## src/hdl/arlc_pkg.sv

```systemverilog
// arlc_pkg: constants, register map and carrier types for the record level control block
// assumes an apb master on clk, byte-wide registers in the low bits of each word
// ==========================================================================
// How it works
// - bit4 set skips high-pass filter
// - low nibble tunes high-pass output
// - bit5 set bypasses level control
// - bit6 set bypasses low-pass filter
// - bit7 enables extra halving down-sample
// - channel bit7 picks auto or manual
// - manual mode gain is bits 5:0
// - auto gain never below channel minimum
// - auto gain above upper limit only when channel minimum is higher
// - thresholds: bit0 half dB, 6:1 dB
// - readback shows current gain or volume
// - sixteen-bit tick period, resets 0x0200
// - config holds five level-control enables
// - mask samples after each auto gain change
// - gain rises at programmed speed
// - fifo pointers and count readable bytewise
// - manual fifo mode takes software words
// - per-tick gain rise limited, resets 3
package arlc_pkg;

  // ==========================================================================
  // register indices (printed offsets are not all word aligned)
  localparam logic [11:0] ARLC_IDX_LEFT = 12'hb41;
  localparam logic [11:0] ARLC_IDX_RIGHT = 12'hb42;
  localparam logic [11:0] ARLC_IDX_MAXG = 12'hb43;
  localparam logic [11:0] ARLC_IDX_THH = 12'hb44;
  localparam logic [11:0] ARLC_IDX_THL = 12'hb46;
  localparam logic [11:0] ARLC_IDX_THN = 12'hb48;
  localparam logic [11:0] ARLC_IDX_CURL = 12'hb4d;
  localparam logic [11:0] ARLC_IDX_CURR = 12'hb4e;
  localparam logic [11:0] ARLC_IDX_TICKL = 12'hb50;
  localparam logic [11:0] ARLC_IDX_TICKH = 12'hb51;
  localparam logic [11:0] ARLC_IDX_CFG = 12'hb54;
  localparam logic [11:0] ARLC_IDX_COEF = 12'hb55;
  localparam logic [11:0] ARLC_IDX_MASK = 12'hb56;
  localparam logic [11:0] ARLC_IDX_RISE = 12'hb57;
  localparam logic [11:0] ARLC_IDX_RMAX = 12'hb58;
  localparam logic [11:0] ARLC_IDX_FILT = 12'hb30;
  localparam logic [11:0] ARLC_IDX_RPL = 12'hb31;
  localparam logic [11:0] ARLC_IDX_RPH = 12'hb32;
  localparam logic [11:0] ARLC_IDX_WPL = 12'hb33;
  localparam logic [11:0] ARLC_IDX_WPH = 12'hb34;
  localparam logic [11:0] ARLC_IDX_CNTL = 12'hb35;
  localparam logic [11:0] ARLC_IDX_CNTH = 12'hb36;
  localparam logic [11:0] ARLC_IDX_FMODE = 12'hb37;
  localparam logic [11:0] ARLC_IDX_FDAT0 = 12'hb38;
  localparam logic [11:0] ARLC_IDX_FDAT1 = 12'hb39;

  // ==========================================================================
  // reset values
  localparam logic [7:0] ARLC_RST_LEVEL = 8'h20;
  localparam logic [7:0] ARLC_RST_MAXG = 8'h33;
  localparam logic [7:0] ARLC_RST_THH = 8'h60;
  localparam logic [7:0] ARLC_RST_THL = 8'h40;
  localparam logic [7:0] ARLC_RST_THN = 8'h02;
  localparam logic [7:0] ARLC_RST_TICKL = 8'h00;
  localparam logic [7:0] ARLC_RST_TICKH = 8'h02;
  localparam logic [7:0] ARLC_RST_CFG = 8'h0a;
  localparam logic [7:0] ARLC_RST_COEF = 8'hfa;
  localparam logic [7:0] ARLC_RST_MASK = 8'h00;
  localparam logic [7:0] ARLC_RST_RISE = 8'h0a;
  localparam logic [7:0] ARLC_RST_RMAX = 8'h03;
  localparam logic [7:0] ARLC_RST_FILT = 8'hfb;

  // ==========================================================================
  // field positions
  localparam int ARLC_B_HPF_BYP = 4;
  localparam int ARLC_B_LVL_BYP = 5;
  localparam int ARLC_B_LPF_BYP = 6;
  localparam int ARLC_B_DOWN2 = 7;
  localparam int ARLC_B_AUTO = 7;
  localparam logic [9:0] ARLC_FIFO_DEPTH_M1 = 10'h3ff;

  typedef struct packed {
    logic hpf_bypass;
    logic [3:0] hpf_adjust;
    logic level_bypass;
    logic lpf_bypass;
    logic down2_en;
    logic [4:0] cfg_enables;
    logic [7:0] coef;
  } arlc_path_type;

  typedef struct packed {
    logic [7:0] left;
    logic [7:0] right;
    logic [7:0] maxg;
    logic [7:0] thh;
    logic [7:0] thl;
    logic [7:0] thn;
    logic [7:0] tickl;
    logic [7:0] tickh;
    logic [7:0] cfg;
    logic [7:0] coef;
    logic [7:0] mask;
    logic [7:0] rise;
    logic [7:0] rmax;
    logic [7:0] filt;
    logic fmode;
    logic [7:0] fdat_lo;
  } arlc_regs_type;

  typedef struct packed {
    logic [6:0] gain;
    logic [6:0] stepped;
    logic [7:0] speed_cnt;
    logic [15:0] peak;
    logic [3:0] mask_cnt;
  } arlc_chan_type;

  typedef enum logic [1:0] {
    ARLC_HOLD,
    ARLC_RISE,
    ARLC_FALL
  } arlc_dir_type;

endpackage

```

## src/hdl/arlc_top.sv

```systemverilog
// arlc_top: apb register bank and level-control engine for the audio record path
// assumes samples arrive as a valid-qualified stream on clk, one channel select per sample
//
// The implementer's own choice: the APB slave port.
`timescale 1ns/1ps
module arlc_top
  import arlc_pkg::*;
(
  input wire logic clk,
  input wire logic resetn,
  input wire logic psel,
  input wire logic penable,
  input wire logic pwrite,
  input wire logic [31:0] paddr,
  input wire logic [31:0] pwdata,
  output logic [31:0] prdata,
  output logic pready,
  output logic pslverr,
  input wire logic smp_valid,
  input wire logic smp_right,
  input wire logic [15:0] smp_data,
  input wire logic fifo_pop,
  output logic [15:0] out_data,
  output logic out_valid,
  output logic out_right,
  output logic out_masked,
  output arlc_path_type path_cfg,
  output logic [6:0] left_gain,
  output logic [6:0] right_gain
);

  // ==========================================================================
  // state
  typedef struct packed {
    arlc_regs_type regs;
    arlc_chan_type [1:0] ch;
    logic [15:0] tick_cnt;
    logic [9:0] rptr;
    logic [9:0] wptr;
    logic [10:0] count;
    logic down2_phase;
    logic [31:0] prdata;
    logic pready;
    logic pslverr;
    logic [15:0] out_data;
    logic out_valid;
    logic out_right;
    logic out_masked;
    arlc_path_type path;
  } arlc_state_type;

  arlc_state_type st_r, st_nxt;

  // word count only; fifo storage is the shared record buffer outside this block
  localparam logic [10:0] FULL_COUNT = 11'h400;

  function automatic logic [6:0] clamp7(input logic [7:0] v, input logic [6:0] lo, input logic [6:0] hi);
    logic [6:0] r;
    r = (v > {1'b0, hi}) ? hi : v[6:0];
    if (r < lo) begin
      r = lo;
    end
    return r;
  endfunction

  // threshold as half-dB units: integer dB in 6:1, half dB in bit 0
  function automatic logic [15:0] thr_level(input logic [7:0] t);
    return {2'h0, t[6:1], t[0], 7'h00};
  endfunction

  function automatic logic [15:0] absv(input logic [15:0] s);
    return s[15] ? 16'(~s + 16'h0001) : s;
  endfunction

  logic [11:0] idx;
  logic acc;
  logic wr;
  assign idx = paddr[13:2];
  assign acc = psel && penable && !st_r.pready;
  assign wr = acc && pwrite;

  // ==========================================================================
  // next state
  always_comb begin
    logic [15:0] mag;
    logic [7:0] lvl;
    logic auto_m;
    logic [6:0] g;
    logic [6:0] up;
    logic [15:0] period;
    logic tick;
    logic push;
    logic pop;
    logic [7:0] rd;
    st_nxt = st_r;
    mag = 16'h0000;
    lvl = 8'h00;
    auto_m = 1'b0;
    g = 7'h00;
    up = 7'h00;
    rd = 8'h00;
    period = {st_r.regs.tickh, st_r.regs.tickl};
    tick = (st_r.tick_cnt >= period);
    push = 1'b0;
    pop = fifo_pop && (st_r.count != 11'h000);

    // apb slave: one wait state, answer on the second access cycle
    st_nxt.pready = acc;
    st_nxt.pslverr = 1'b0;
    if (wr) begin
      case (idx)
        ARLC_IDX_LEFT: st_nxt.regs.left = pwdata[7:0];
        ARLC_IDX_RIGHT: st_nxt.regs.right = pwdata[7:0];
        ARLC_IDX_MAXG: st_nxt.regs.maxg = pwdata[7:0];
        ARLC_IDX_THH: st_nxt.regs.thh = pwdata[7:0];
        ARLC_IDX_THL: st_nxt.regs.thl = pwdata[7:0];
        ARLC_IDX_THN: st_nxt.regs.thn = pwdata[7:0];
        ARLC_IDX_TICKL: st_nxt.regs.tickl = pwdata[7:0];
        ARLC_IDX_TICKH: st_nxt.regs.tickh = pwdata[7:0];
        ARLC_IDX_CFG: st_nxt.regs.cfg = pwdata[7:0];
        ARLC_IDX_COEF: st_nxt.regs.coef = pwdata[7:0];
        ARLC_IDX_MASK: st_nxt.regs.mask = pwdata[7:0];
        ARLC_IDX_RISE: st_nxt.regs.rise = pwdata[7:0];
        ARLC_IDX_RMAX: st_nxt.regs.rmax = pwdata[7:0];
        ARLC_IDX_FILT: st_nxt.regs.filt = pwdata[7:0];
        ARLC_IDX_FMODE: st_nxt.regs.fmode = pwdata[0];
        ARLC_IDX_FDAT0: st_nxt.regs.fdat_lo = pwdata[7:0];
        // high byte completes the word; only taken in software fill mode
        ARLC_IDX_FDAT1: push = st_r.regs.fmode;
        default: ;
      endcase
    end
    case (idx)
      ARLC_IDX_LEFT: rd = st_r.regs.left;
      ARLC_IDX_RIGHT: rd = st_r.regs.right;
      ARLC_IDX_MAXG: rd = st_r.regs.maxg;
      ARLC_IDX_THH: rd = st_r.regs.thh;
      ARLC_IDX_THL: rd = st_r.regs.thl;
      ARLC_IDX_THN: rd = st_r.regs.thn;
      ARLC_IDX_CURL: rd = {1'b0, st_r.ch[0].gain};
      ARLC_IDX_CURR: rd = {1'b0, st_r.ch[1].gain};
      ARLC_IDX_TICKL: rd = st_r.regs.tickl;
      ARLC_IDX_TICKH: rd = st_r.regs.tickh;
      ARLC_IDX_CFG: rd = st_r.regs.cfg;
      ARLC_IDX_COEF: rd = st_r.regs.coef;
      ARLC_IDX_MASK: rd = st_r.regs.mask;
      ARLC_IDX_RISE: rd = st_r.regs.rise;
      ARLC_IDX_RMAX: rd = st_r.regs.rmax;
      ARLC_IDX_FILT: rd = st_r.regs.filt;
      ARLC_IDX_RPL: rd = st_r.rptr[7:0];
      ARLC_IDX_RPH: rd = {6'h00, st_r.rptr[9:8]};
      ARLC_IDX_WPL: rd = st_r.wptr[7:0];
      ARLC_IDX_WPH: rd = {6'h00, st_r.wptr[9:8]};
      ARLC_IDX_CNTL: rd = st_r.count[7:0];
      ARLC_IDX_CNTH: rd = {5'h00, st_r.count[10:8]};
      ARLC_IDX_FMODE: rd = {7'h00, st_r.regs.fmode};
      default: rd = 8'h00;
    endcase
    st_nxt.prdata = (acc && !pwrite) ? {24'h000000, rd} : 32'h00000000;

    // filter path controls for the downstream datapath
    st_nxt.path.hpf_adjust = st_r.regs.filt[3:0];
    st_nxt.path.hpf_bypass = st_r.regs.filt[ARLC_B_HPF_BYP];
    st_nxt.path.level_bypass = st_r.regs.filt[ARLC_B_LVL_BYP];
    st_nxt.path.lpf_bypass = st_r.regs.filt[ARLC_B_LPF_BYP];
    st_nxt.path.down2_en = st_r.regs.filt[ARLC_B_DOWN2];
    st_nxt.path.cfg_enables = st_r.regs.cfg[4:0];
    st_nxt.path.coef = st_r.regs.coef;

    // tick counter for peak evaluation
    st_nxt.tick_cnt = tick ? 16'h0000 : 16'(st_r.tick_cnt + 16'h0001);

    // sample processing per channel
    st_nxt.out_valid = 1'b0;
    for (int c = 0; c < 2; c++) begin
      lvl = (c == 0) ? st_r.regs.left : st_r.regs.right;
      auto_m = lvl[ARLC_B_AUTO];
      if (!auto_m) begin
        st_nxt.ch[c].gain = {1'b0, lvl[5:0]};
        st_nxt.ch[c].mask_cnt = 4'h0;
      end else if (tick) begin
        // peak compared with thresholds once per tick period
        g = st_r.ch[c].gain;
        if (st_r.ch[c].peak > thr_level(st_r.regs.thh)) begin
          g = (g != 7'h00) ? 7'(g - 7'h01) : g;
        end else if (st_r.ch[c].peak < thr_level(st_r.regs.thl) &&
                     st_r.ch[c].peak >= thr_level(st_r.regs.thn)) begin
          // rise only after the programmed speed count, capped per tick
          if (st_r.ch[c].speed_cnt >= st_r.regs.rise) begin
            if (st_r.ch[c].stepped < st_r.regs.rmax[6:0]) begin
              g = 7'(g + 7'h01);
              st_nxt.ch[c].stepped = 7'(st_r.ch[c].stepped + 7'h01);
            end
            st_nxt.ch[c].speed_cnt = 8'h00;
          end else begin
            st_nxt.ch[c].speed_cnt = 8'(st_r.ch[c].speed_cnt + 8'h01);
          end
        end
        up = clamp7({1'b0, g}, lvl[6:0], st_r.regs.maxg[6:0]);
        st_nxt.ch[c].gain = up;
        if (up != st_r.ch[c].gain) begin
          st_nxt.ch[c].mask_cnt = st_r.regs.mask[3:0];
        end
        st_nxt.ch[c].peak = 16'h0000;
      end
      if (tick && st_r.ch[c].speed_cnt == 8'h00) begin
        st_nxt.ch[c].stepped = 7'h00;
      end
    end

    if (smp_valid && !st_r.regs.fmode) begin
      mag = absv(smp_data);
      st_nxt.down2_phase = st_r.regs.filt[ARLC_B_DOWN2] ? !st_r.down2_phase : 1'b0;
      // a sample on the tick edge opens the next window instead of being lost
      if (tick || mag > st_r.ch[smp_right].peak) begin
        st_nxt.ch[smp_right].peak = mag;
      end
      if (!st_r.down2_phase) begin
        st_nxt.out_valid = 1'b1;
        st_nxt.out_right = smp_right;
        st_nxt.out_data = smp_data;
        st_nxt.out_masked = st_r.ch[smp_right].mask_cnt != 4'h0;
        push = 1'b1;
        // only a reload on this tick wins over the countdown
        if (st_r.ch[smp_right].mask_cnt != 4'h0 &&
            !(tick && st_nxt.ch[smp_right].gain != st_r.ch[smp_right].gain)) begin
          st_nxt.ch[smp_right].mask_cnt = 4'(st_r.ch[smp_right].mask_cnt - 4'h1);
        end
      end
    end
    if (wr && idx == ARLC_IDX_FDAT1 && st_r.regs.fmode) begin
      st_nxt.out_valid = 1'b1;
      st_nxt.out_data = {pwdata[7:0], st_r.regs.fdat_lo};
      st_nxt.out_masked = 1'b0;
    end

    // fifo bookkeeping; pushes beyond full are dropped
    if (push && st_r.count == FULL_COUNT) begin
      push = 1'b0;
    end
    if (push) begin
      st_nxt.wptr = 10'(st_r.wptr + 10'h001);
    end
    if (pop) begin
      st_nxt.rptr = 10'(st_r.rptr + 10'h001);
    end
    st_nxt.count = 11'(st_r.count + {10'h000, push} - {10'h000, pop});
  end

  // ==========================================================================
  // registers
  always_ff @(posedge clk or negedge resetn) begin
    if (!resetn) begin
      st_r <= '0;
      st_r.regs.left <= ARLC_RST_LEVEL;
      st_r.regs.right <= ARLC_RST_LEVEL;
      st_r.regs.maxg <= ARLC_RST_MAXG;
      st_r.regs.thh <= ARLC_RST_THH;
      st_r.regs.thl <= ARLC_RST_THL;
      st_r.regs.thn <= ARLC_RST_THN;
      st_r.regs.tickl <= ARLC_RST_TICKL;
      st_r.regs.tickh <= ARLC_RST_TICKH;
      st_r.regs.cfg <= ARLC_RST_CFG;
      st_r.regs.coef <= ARLC_RST_COEF;
      st_r.regs.mask <= ARLC_RST_MASK;
      st_r.regs.rise <= ARLC_RST_RISE;
      st_r.regs.rmax <= ARLC_RST_RMAX;
      st_r.regs.filt <= ARLC_RST_FILT;
    end else begin
      st_r <= st_nxt;
    end
  end

  assign prdata = st_r.prdata;
  assign pready = st_r.pready;
  assign pslverr = st_r.pslverr;
  assign out_data = st_r.out_data;
  assign out_valid = st_r.out_valid;
  assign out_right = st_r.out_right;
  assign out_masked = st_r.out_masked;
  assign path_cfg = st_r.path;
  assign left_gain = st_r.ch[0].gain;
  assign right_gain = st_r.ch[1].gain;

endmodule // arlc_top

```

## config.mk

```make
export PLATFORM = sky130hd
export DESIGN_NAME = arlc_top
export DESIGN_NICKNAME = d
export VERILOG_FILES = /design/src/hdl/arlc_pkg.sv /design/src/hdl/arlc_top.sv
export SDC_FILE = /design/constraint.sdc
export NUM_CORES = 1
export LEC_CHECK = 0
export BUFFER_PORTS_ARGS = -buffer_cell sky130_fd_sc_hd__buf_4
export CAP_MARGIN = 20
export CORE_MARGIN = 4
export CORE_UTILIZATION = 33
export CTS_BUF_LIST = sky130_fd_sc_hd__clkbuf_4
export DETAILED_ROUTE_END_ITERATION = 10
export PLACE_DENSITY = 0.58
export SLEW_MARGIN = 10
export SYNTH_ARGS = -nofsm -noshare
export SYNTH_HDL_FRONTEND = slang
export SYNTH_SLANG_ARGS = --single-unit
```

## constraint.sdc

```tcl
create_clock -name clk -period 18.1 [get_ports clk]
set_clock_uncertainty 0.2 [all_clocks]
set_input_delay 2.715 -clock clk [delete_from_list [all_inputs] [get_ports clk]]
set_output_delay 2.715 -clock clk [all_outputs]
set_load 0.02 [all_outputs]
```

# [After elaboration in Yosys (flattened, before gate mapping)]
# Cells that the tools add are included.
# W data, S select, Z words.
[word_totals] ramBits=0 latch_bits=0 reg_bits=302 mem_count=0 output_inout_bits=88 mem_bits_ro=0 input_bits=88 wordCells=229
[classes] shift=0 n_reduce_logical=47 eq_ne=30 muxes=73 div_mod_pow=0 multipliers=0 order_cmp=18 bitwise=2 add_sub_neg=15
[ops] cell="$mux W84" n=5
[ops] cell="$eq A12 B12 Y1 const B" n=25
[ops] cell="$mux W42" n=6
[ops] cell="$mux W7" n=30
[ops] cell="$pmux W8 S23" n=1
[ops] cell="$bwmux W84" n=2
[ops] cell="$demux W42 S1" n=2
[ops] cell="$mux W31" n=2
[ops] cell="$mux W15" n=4
[ops] cell="$mux W19" n=2
[ops] cell="$reduce_and A2 Y1" n=18
[ops] cell="$add A16 B1 Y16 const B" n=2
[ops] cell="$ge A16 B14 Y1" n=2
[ops] cell="$gt A16 B14 Y1" n=2
[ops] cell="$lt A16 B14 Y1" n=2
[ops] cell="$mux W16" n=2
[ops] cell="$add A7 B1 Y7 const B" n=4
[ops] cell="$lt A7 B7 Y1" n=4
[ops] cell="$mux W8" n=3
[ops] cell="$ne A7 B7 Y1" n=3
[ops] cell="$add A10 B1 Y10 const B" n=2
[ops] cell="$mux W20" n=1
[ops] cell="$mux W4" n=5
[ops] cell="$mux W17" n=1
[ops] cell="24 further kinds" n=55

# [Depth between registers and ports, before layout]
# Gate-level depths: netlist (run 1).
[depth] ltp_word=30 depth_mapped=33 depth_no_buf=31

# [Worst setup path after synthesis (run 1)]
# No wires, ideal clock.
[synth_path] kind="reg-to-reg" from="reg st_r[234] (netlist name)" to="reg st_r[124] (netlist name)" required_ns=17.775 path_slack_ns=10.647 setup_time_ns=0.125 arrival_time_ns=7.127 path_stages_with_launch=32 cell_sequence="dfstp_2 inv_1 ha_1 o21a_1 nor2_1 o31ai_1 clkbuf_1 or4b_1 nor3_1 xnor2_1 o21ai_0 ha_1 nand4_1 a21oi_1 a2111oi_1 nor2_1 nor2_1 o311a_1 a311oi_2 ha_1 a21o_1 a21o_1 a21oi_1 nand3_1 a311oi_4 a311o_1 o22ai_1 or3b_1 a32o_1 and4_4 o21ba_4 mux2_4"
[synth_rtl] element="start: declaration" line_no="arlc_top.sv:52" text="arlc_state_type st_r, st_nxt;"
[synth_rtl] element="start signal: assignment" line_no="arlc_top.sv:270" text="st_r <= st_nxt;"

==> results.py, run 1 <==
metrics = {
    "status": {
        "run_status": "finished clean",
    },
    "clock_tree": {
        "clk_transition_reported_paths_ns": 0.08,
        "tritoncts": "built",
        "cts_num_sinks": 302,
        "postCtsHoldBufs": 0,
        "resized_after_cts": 0,
        "postCtsSetupRepairBufs": 0,
        "cts-htree-levels": 3,
        "clock_path_buffers": 3,
        "tritoncts.num_buffers": 88,
        "cts-root-buf": "sky130_fd_sc_hd__clkbuf_4",
        "worst_skew_pair.late_latency_ns": 0.84,
    },
    "setup_path": {
        "critPathRequiredTime_ns": 18.63,
        "timing.critical_path.mode_cell": "sky130_fd_sc_hd__a21oi_1",
        "endpoint_kind": "flip-flop",
        "cp.arrival_ns": 10.04,
        "reg_to_reg_startpoint": "left_gain[0]$_DFF_PN0_",
        "critical_path_class": "reg -> reg",
        "timing.critical_path.from": "left_gain[0]$_DFF_PN0_",
        "worst_path_dominant_cell_family": "compound AO/OA/AOI/OAI gates",
        "cp.buffers_inverters": 1,
        "timing.critical_path.slowest_stage_cell": "sky130_fd_sc_hd__a2111oi_0",
        "cp_max_fo": 19,
        "start_kind": "flip-flop",
        "critical-path-max-stage-delay_ns": 0.84,
    },
    "grt": {
        "grt_antenna_before_repair": 3,
        "globalRouteOverflowTotal": 0,
        "pin_count_of_the_biggest_net_entering_global_routing": 122,
        "grt.total_usage": 0.204,
        "first_global_vias": 18000,
        "grt_pass1_wl_um": 107000,
    },
    "yosys": {
        "synth_top_area_share": 0.333,
        "postSynthCellCount": 2225,
        "most_area_consuming_cells_after_synthesis": "sky130_fd_sc_hd__dfrtp_1, sky130_fd_sc_hd__ha_1, sky130_fd_sc_hd__nand2_1, sky130_fd_sc_hd__dfstp_2, sky130_fd_sc_hd__o21ai_0",
        "synthesis.area_um2": 20500,
        "synth_warnings": 0,
        "synth-main-ff-cell": "sky130_fd_sc_hd__dfrtp_1",
        "synth-seq-cells": 302,
        "synth_sequential_area_ratio": 0.371,
        "count_of_flip_flops_with_a_built_in_enable_after_synthesis": 0,
        "yosysTopAreaCell": "sky130_fd_sc_hd__dfrtp_1",
        "yosys.cell_types.count": 109,
        "syn-mean-instance-area_um2": 9.20,
        "asyncSetResetFlopFracSynth": 1.00,
    },
    "place": {
        "io_buffers": 106,
        "gpl.final_weighted_congestion": 0.940,
        "detailed_place_hpwl_um": 50200,
        "placedInstanceArea_um2": 21700,
    },
    "floorplan": {
        "start_util": 0.332,
        "boundaryPins": 176,
        "die_width_um": 257,
        "floorplan.rows": 91,
        "die_height_um": 257,
        "placeableCoreArea_um2": 61600,
        "design.die.area_um2": 66100,
    },
    "cells_and_area": {
        "finish.net_count": 2556,
        "layout.cell_area.non_filler_um2": 22800,
        "final_layout_size_suffix_gt1_frac": 0.178,
        "multi_input_area_um2": 11500,
        "final.fill_count": 6229,
        "regArea_um2": 7590,
        "syn_to_final_growth_pct": 11.6,
        "finish.utilization": 0.371,
    },
    "detailed_routing": {
        "dr_total_vias": 17700,
        "antenna_violating_nets_post_route": 0,
        "count_of_tritonroute_iterations_in_the_first_routing_pass": 9,
        "route.detailed.wl_per_inst_um": 21.4,
        "dr.first_iter.drc_count": 1558,
        "routed_wirelength_um": 69100,
        "drcViolationCount": 0,
        "avgViaCountPerCell": 5.49,
    },
    "sta": {
        "setup_violations": 0,
        "fin_crit_ns": 9.51,
        "hold_violations": 0,
        "unrepaired_setup_endpoints_after_global_routing": "no",
        "timing.hold.ws_ns": 0.213,
        "max-slew-margin-rel": 0.280,
        "fmaxAchievable_mhz": 105,
        "tightest_slew_ns": 1.08,
        "final.setup.tns_ns": 0,
        "period_share": 0.525,
        "finalMaxSlewViolations": 0,
    },
    "power_and_ir_drop": {
        "design_power_total_uw": 2200,
        "ir_drop_uv": 55.3,
        "p_leak_uw": 0.0108,
        "power-per-cell-area_nw_per_um2": 96.2,
    },
    "min_path": {
        "hp-class": "reg -> reg",
        "hold_path_startpoint": "st_nxt[19]$_DFFE_PN1P_",
    },
    "flow_run": {
        "max_cap_violations": 0,
    },
}
placed cells by master, fill, tap and decap left out, drive strengths merged, types with 49 or more instances in the layout:
master | synthesis | final
nand3 | 65 | 65
dfrtp | 272 | 272
nor2 | 150 | 150
mux2i | 68 | 68
clkbuf | 69 | 132
a21oi | 80 | 80
a22oi | 49 | 49
nand2 | 255 | 255
buf | 99 | 136
nor3 | 50 | 50
o21ai | 155 | 155
mux2 | 67 | 67
inv | 139 | 141
xnor2 | 57 | 57
ha | 158 | 158
synth_stat cells (11+ instances only):
| library cell | n |
|---|---|
| sky130_fd_sc_hd__a31oi_1 | 22 |
| sky130_fd_sc_hd__a211oi_1 | 14 |
| sky130_fd_sc_hd__a21o_1 | 16 |
| sky130_fd_sc_hd__nor4_1 | 17 |
| sky130_fd_sc_hd__a221oi_1 | 14 |
| sky130_fd_sc_hd__clkbuf_1 | 69 |
| sky130_fd_sc_hd__nand2_1 | 254 |
| sky130_fd_sc_hd__xnor2_1 | 57 |
| sky130_fd_sc_hd__o31ai_1 | 11 |
| sky130_fd_sc_hd__and3_1 | 25 |
| sky130_fd_sc_hd__mux2i_1 | 68 |
| sky130_fd_sc_hd__a21oi_1 | 78 |
| sky130_fd_sc_hd__nor2b_1 | 18 |
| sky130_fd_sc_hd__ha_1 | 158 |
| sky130_fd_sc_hd__a22oi_1 | 49 |
| sky130_fd_sc_hd__dfrtp_1 | 272 |
| sky130_fd_sc_hd__mux2_2 | 63 |
| sky130_fd_sc_hd__o211ai_1 | 17 |
| sky130_fd_sc_hd__o21ai_0 | 150 |
| sky130_fd_sc_hd__nor2_1 | 147 |
| sky130_fd_sc_hd__buf_4 | 87 |
| sky130_fd_sc_hd__nand3_1 | 65 |
| sky130_fd_sc_hd__xor2_1 | 45 |
| sky130_fd_sc_hd__nand4_1 | 39 |
| sky130_fd_sc_hd__or3_1 | 13 |
| sky130_fd_sc_hd__inv_1 | 138 |
| sky130_fd_sc_hd__dfstp_2 | 30 |
| sky130_fd_sc_hd__nor3_1 | 48 |
| sky130_fd_sc_hd__a22o_1 | 13 |
| sky130_fd_sc_hd__a222oi_1 | 13 |
| sky130_fd_sc_hd__and4_1 | 12 |
| sky130_fd_sc_hd__nand2b_1 | 23 |
sequential cells by signal, summed over array words and instances (netlist names), 7 cells and up, named ones only:
signal and count:
st_r 202, path_cfg 21, st_nxt 21, out_data 16, prdata 8, left_gain 7, right_gain 7
power by group:
| part | internal, uW | switching (uW) |
|---|---|---|
| logic | 277 | 405 |
| registers | 759 | 103 |
| clock network | 331 | 321 |
layer usage:
layer	global-route usage	wire length, um
met5	0	13
met2	0.339	32600
met3	0.0391	4150
met4	0.0764	2280
met1	0.266	30100
layout make-up:
| class | count | area share |
|---|---|---|
| Inverter | 140 | 0.0230 |
| Clock buffer | 130 | 0.0427 |
| Timing Repair Buffer | 138 | 0.0454 |
| Clock inverter | 34 | 0.00641 |
| Tap cell | 837 | 0.0459 |
| Antenna cell | 6 | 0.000658 |
| Multi-Input combinational cell | 1639 | 0.503 |
| Sequential cell | 302 | 0.333 |
stage by stage:
stage,setup WS [ns],std cells
3_3_place_gp,8.50,3050
2_1_floorplan,10.65,2249
4_1_cts,8.98,3217
5_1_grt,8.35,3225
6_report,8.59,3226
3_5_place_dp,8.99,3053
path summary, 6_finish.rpt:
check	slack, ns	depth (start not counted)	to
min	0.21	0	path_cfg[19]$_DFF_PN0_
max	8.59	27	st_r[124]$_DFF_PN0_
max in group asynchronous	14.28	2	st_r[288]$_DFFE_PN0P_
min in group asynchronous	1.79	1	async pin
max reg2reg	8.59	27	st_r[124]$_DFF_PN0_
min reg2reg	0.21	0	path_cfg[19]$_DFF_PN0_
kinds of logic after synthesis:
logic type	count (synthesis)	synth area share
xor+xnor	102	0.0437
compound gates	505	0.174
buf+inv	308	0.0732
simple gates	713	0.170
other cells	1	0.000183
fa+ha+maj	159	0.0976
flops	302	0.371
mux	135	0.0705
No activity file was read; power rests on OpenSTA's default activity.
==> inputs of run 2 (changes only) <==
- PLACE_DENSITY: 0.58 -> 0.6
- clock period: 18.1 -> 8.56 ns (I/O delays scaled with it)
==> run 2 against run 1 <==
Net effect:
- register-to-register slack worse by 8.2 ns
- non-clock buffer count increased by 30
- global-route usage rose by 0.11 points
- count of clock-buffer cells in the layout is 7 higher
- die area did not move
- clock power up 130%
- utilization is 0.55 points higher
- final area increased by 1.5%
- critical path depth is 2 higher
- largest power group unchanged
- combinational power grew 120%
- sequential share of layout area shrank 0.49 points
- critical path type unchanged
- first-iteration DRC count grew 1.2%
==> results.py, run 2 (synthesis results as in run 1) <==
metrics = {
    "place": {
        "gpl.final_weighted_congestion": 0.954,
        "post-place-ws_ns": 0.458,
        "detailed_place_hpwl_um": 50900,
        "placed_cells": 3082,
        "io_buffers": 106,
    },
    "clock_tree": {
        "clk_transition_reported_paths_ns": 0.06,
        "worst_skew_pair.late_latency_ns": 0.83,
        "resized_after_cts": 0,
        "postCtsHoldBufs": 0,
        "cts-root-buf": "sky130_fd_sc_hd__clkbuf_4",
        "tritoncts.num_buffers": 89,
        "postCtsSetupRepairBufs": 0,
        "tritoncts": "built",
        "cts_num_sinks": 302,
        "clock_path_buffers": 3,
        "cts-htree-levels": 3,
    },
    "floorplan": {
        "die_width_um": 257,
        "die_height_um": 257,
        "start_util": 0.332,
        "placeableCoreArea_um2": 61600,
        "boundaryPins": 176,
        "design.die.area_um2": 66100,
        "floorplan.rows": 91,
    },
    "cells_and_area": {
        "number_of_flip_flops_under_the_largest_register_name": 202,
        "layout_commonest_cell": "sky130_fd_sc_hd__dfrtp_1",
        "finish.net_count": 2587,
        "most-common-layout-cells": "sky130_fd_sc_hd__dfrtp_1, sky130_fd_sc_hd__nand2_1, sky130_fd_sc_hd__buf_4",
        "registers.top_by_ff_count": "st_r",
        "syn_to_final_growth_pct": 13.2,
        "final_layout_size_suffix_gt1_frac": 0.189,
        "layoutNonFillerInstCount": 3253,
    },
    "grt": {
        "use_met3": 0.0469,
        "globalRouteOverflowTotal": 0,
        "grt_antenna_before_repair": 5,
        "gr-usage-met2": 0.331,
        "grt.total_usage": 0.206,
        "grt_pass1_wl_um": 107000,
        "first_global_vias": 17900,
        "grt.met1_usage": 0.269,
        "pin_count_of_the_biggest_net_entering_global_routing": 88,
        "grt.busiest_layer": "met2",
    },
    "setup_path": {
        "critPathRequiredTime_ns": 9.08,
        "critical_path_class": "reg -> reg",
        "endpoint_kind": "flip-flop",
        "cp_max_fo": 13,
        "timing.critical_path.slowest_stage_cell": "sky130_fd_sc_hd__o21ai_0",
        "timing.critical_path.mode_cell": "sky130_fd_sc_hd__ha_1",
        "critical-path-max-stage-delay_ns": 0.66,
        "cp.arrival_ns": 8.71,
        "start_kind": "flip-flop",
    },
    "sta": {
        "hold_violations": 0,
        "fmaxAchievable_mhz": 122,
        "tightest_slew_ns": 1.13,
        "unrepaired_setup_endpoints_after_global_routing": "no",
        "period_share": 0.957,
        "setup_violations": 0,
        "max-slew-margin-rel": 0.245,
        "fin_crit_ns": 8.20,
        "setup_slack_ns": 0.364,
        "finalMaxSlewViolations": 0,
        "final.setup.tns_ns": 0,
    },
    "power_and_ir_drop": {
        "ir_drop_uv": 129,
        "p_leak_uw": 0.0110,
        "design_power_total_uw": 4810,
        "power-per-cell-area_nw_per_um2": 207,
    },
    "detailed_routing": {
        "routed_wirelength_um": 69400,
        "route.detailed.wl_per_inst_um": 21.3,
        "drcViolationCount": 0,
        "antenna_violating_nets_post_route": 0,
        "dr.first_iter.drc_count": 1577,
        "avgViaCountPerCell": 5.51,
        "count_of_tritonroute_iterations_in_the_first_routing_pass": 8,
        "dr_total_vias": 17900,
    },
    "flow_run": {
        "max_cap_violations": 0,
    },
    "min_path": {
        "hp-class": "reg -> reg",
    },
    "status": {
        "run_status": "finished clean",
    },
}
run 2: report_power, final:
group          total, uW  switching (uW)  internal [uW]
sequential          1820             218           1600
combinational       1490             874            613
clock               1500             677            819
total               4810            1770           3040
run 2: worst max-delay path: cells and delay by family, from the launching register on:
kind / cells / cell delay [ns]
mux: 1 / 0.36
buf+inv: 3 / 0.43
compound gates: 17 / 4.34
fa+ha+maj: 3 / 0.86
flops: 1 / 0.53
simple gates: 5 / 1.39
run 2: per-layer routing:
metal,vias to the layer above,share of wire,wire (um)
met5,-,0.00013,9
met4,2,0.038,2610
met3,192,0.079,5500
met2,786,0.46,31900
met1,8696,0.42,29400
li1,8232,-,-
run 2: cell type report:
class / instances / area (um2)
fillers: 6179 / 38400
clock buffers: 137 / 1030
clock inverters: 27 / 191
flip-flops and latches: 302 / 7590
diodes: 3 / 7.51
repair buffers: 168 / 1280
inverters: 140 / 526
well taps: 837 / 1050
multi-input cells: 1639 / 11500
run 2: stage by stage:
step	util	hold WS (ns)	area (um2)
6_report	0.376	0.213	23200
5_1_grt	0.376	0.212	23200
4_1_cts	0.375	0.201	23100
3_5_place_dp	0.355	0.200	21900
3_3_place_gp	0.355	0.205	21900
2_1_floorplan	-	0.170	20600
run 2: worst paths after layout:
path	start	end	slack [ns]	cells past startpoint
max	st_r[301]$_DFFE_PN1P_	st_r[166]$_DFF_PN0_	0.36	29
min	st_nxt[19]$_DFFE_PN1P_	path_cfg[19]$_DFF_PN0_	0.21	0
max reg2reg	st_r[301]$_DFFE_PN1P_	st_r[166]$_DFF_PN0_	0.36	29
min reg2reg	st_nxt[19]$_DFFE_PN1P_	path_cfg[19]$_DFF_PN0_	0.21	0
max in group asynchronous	resetn	st_r[168]$_DFF_PN0_	6.47	2
min in group asynchronous	resetn	st_nxt[18]$_DFFE_PN0P_	0.24	1
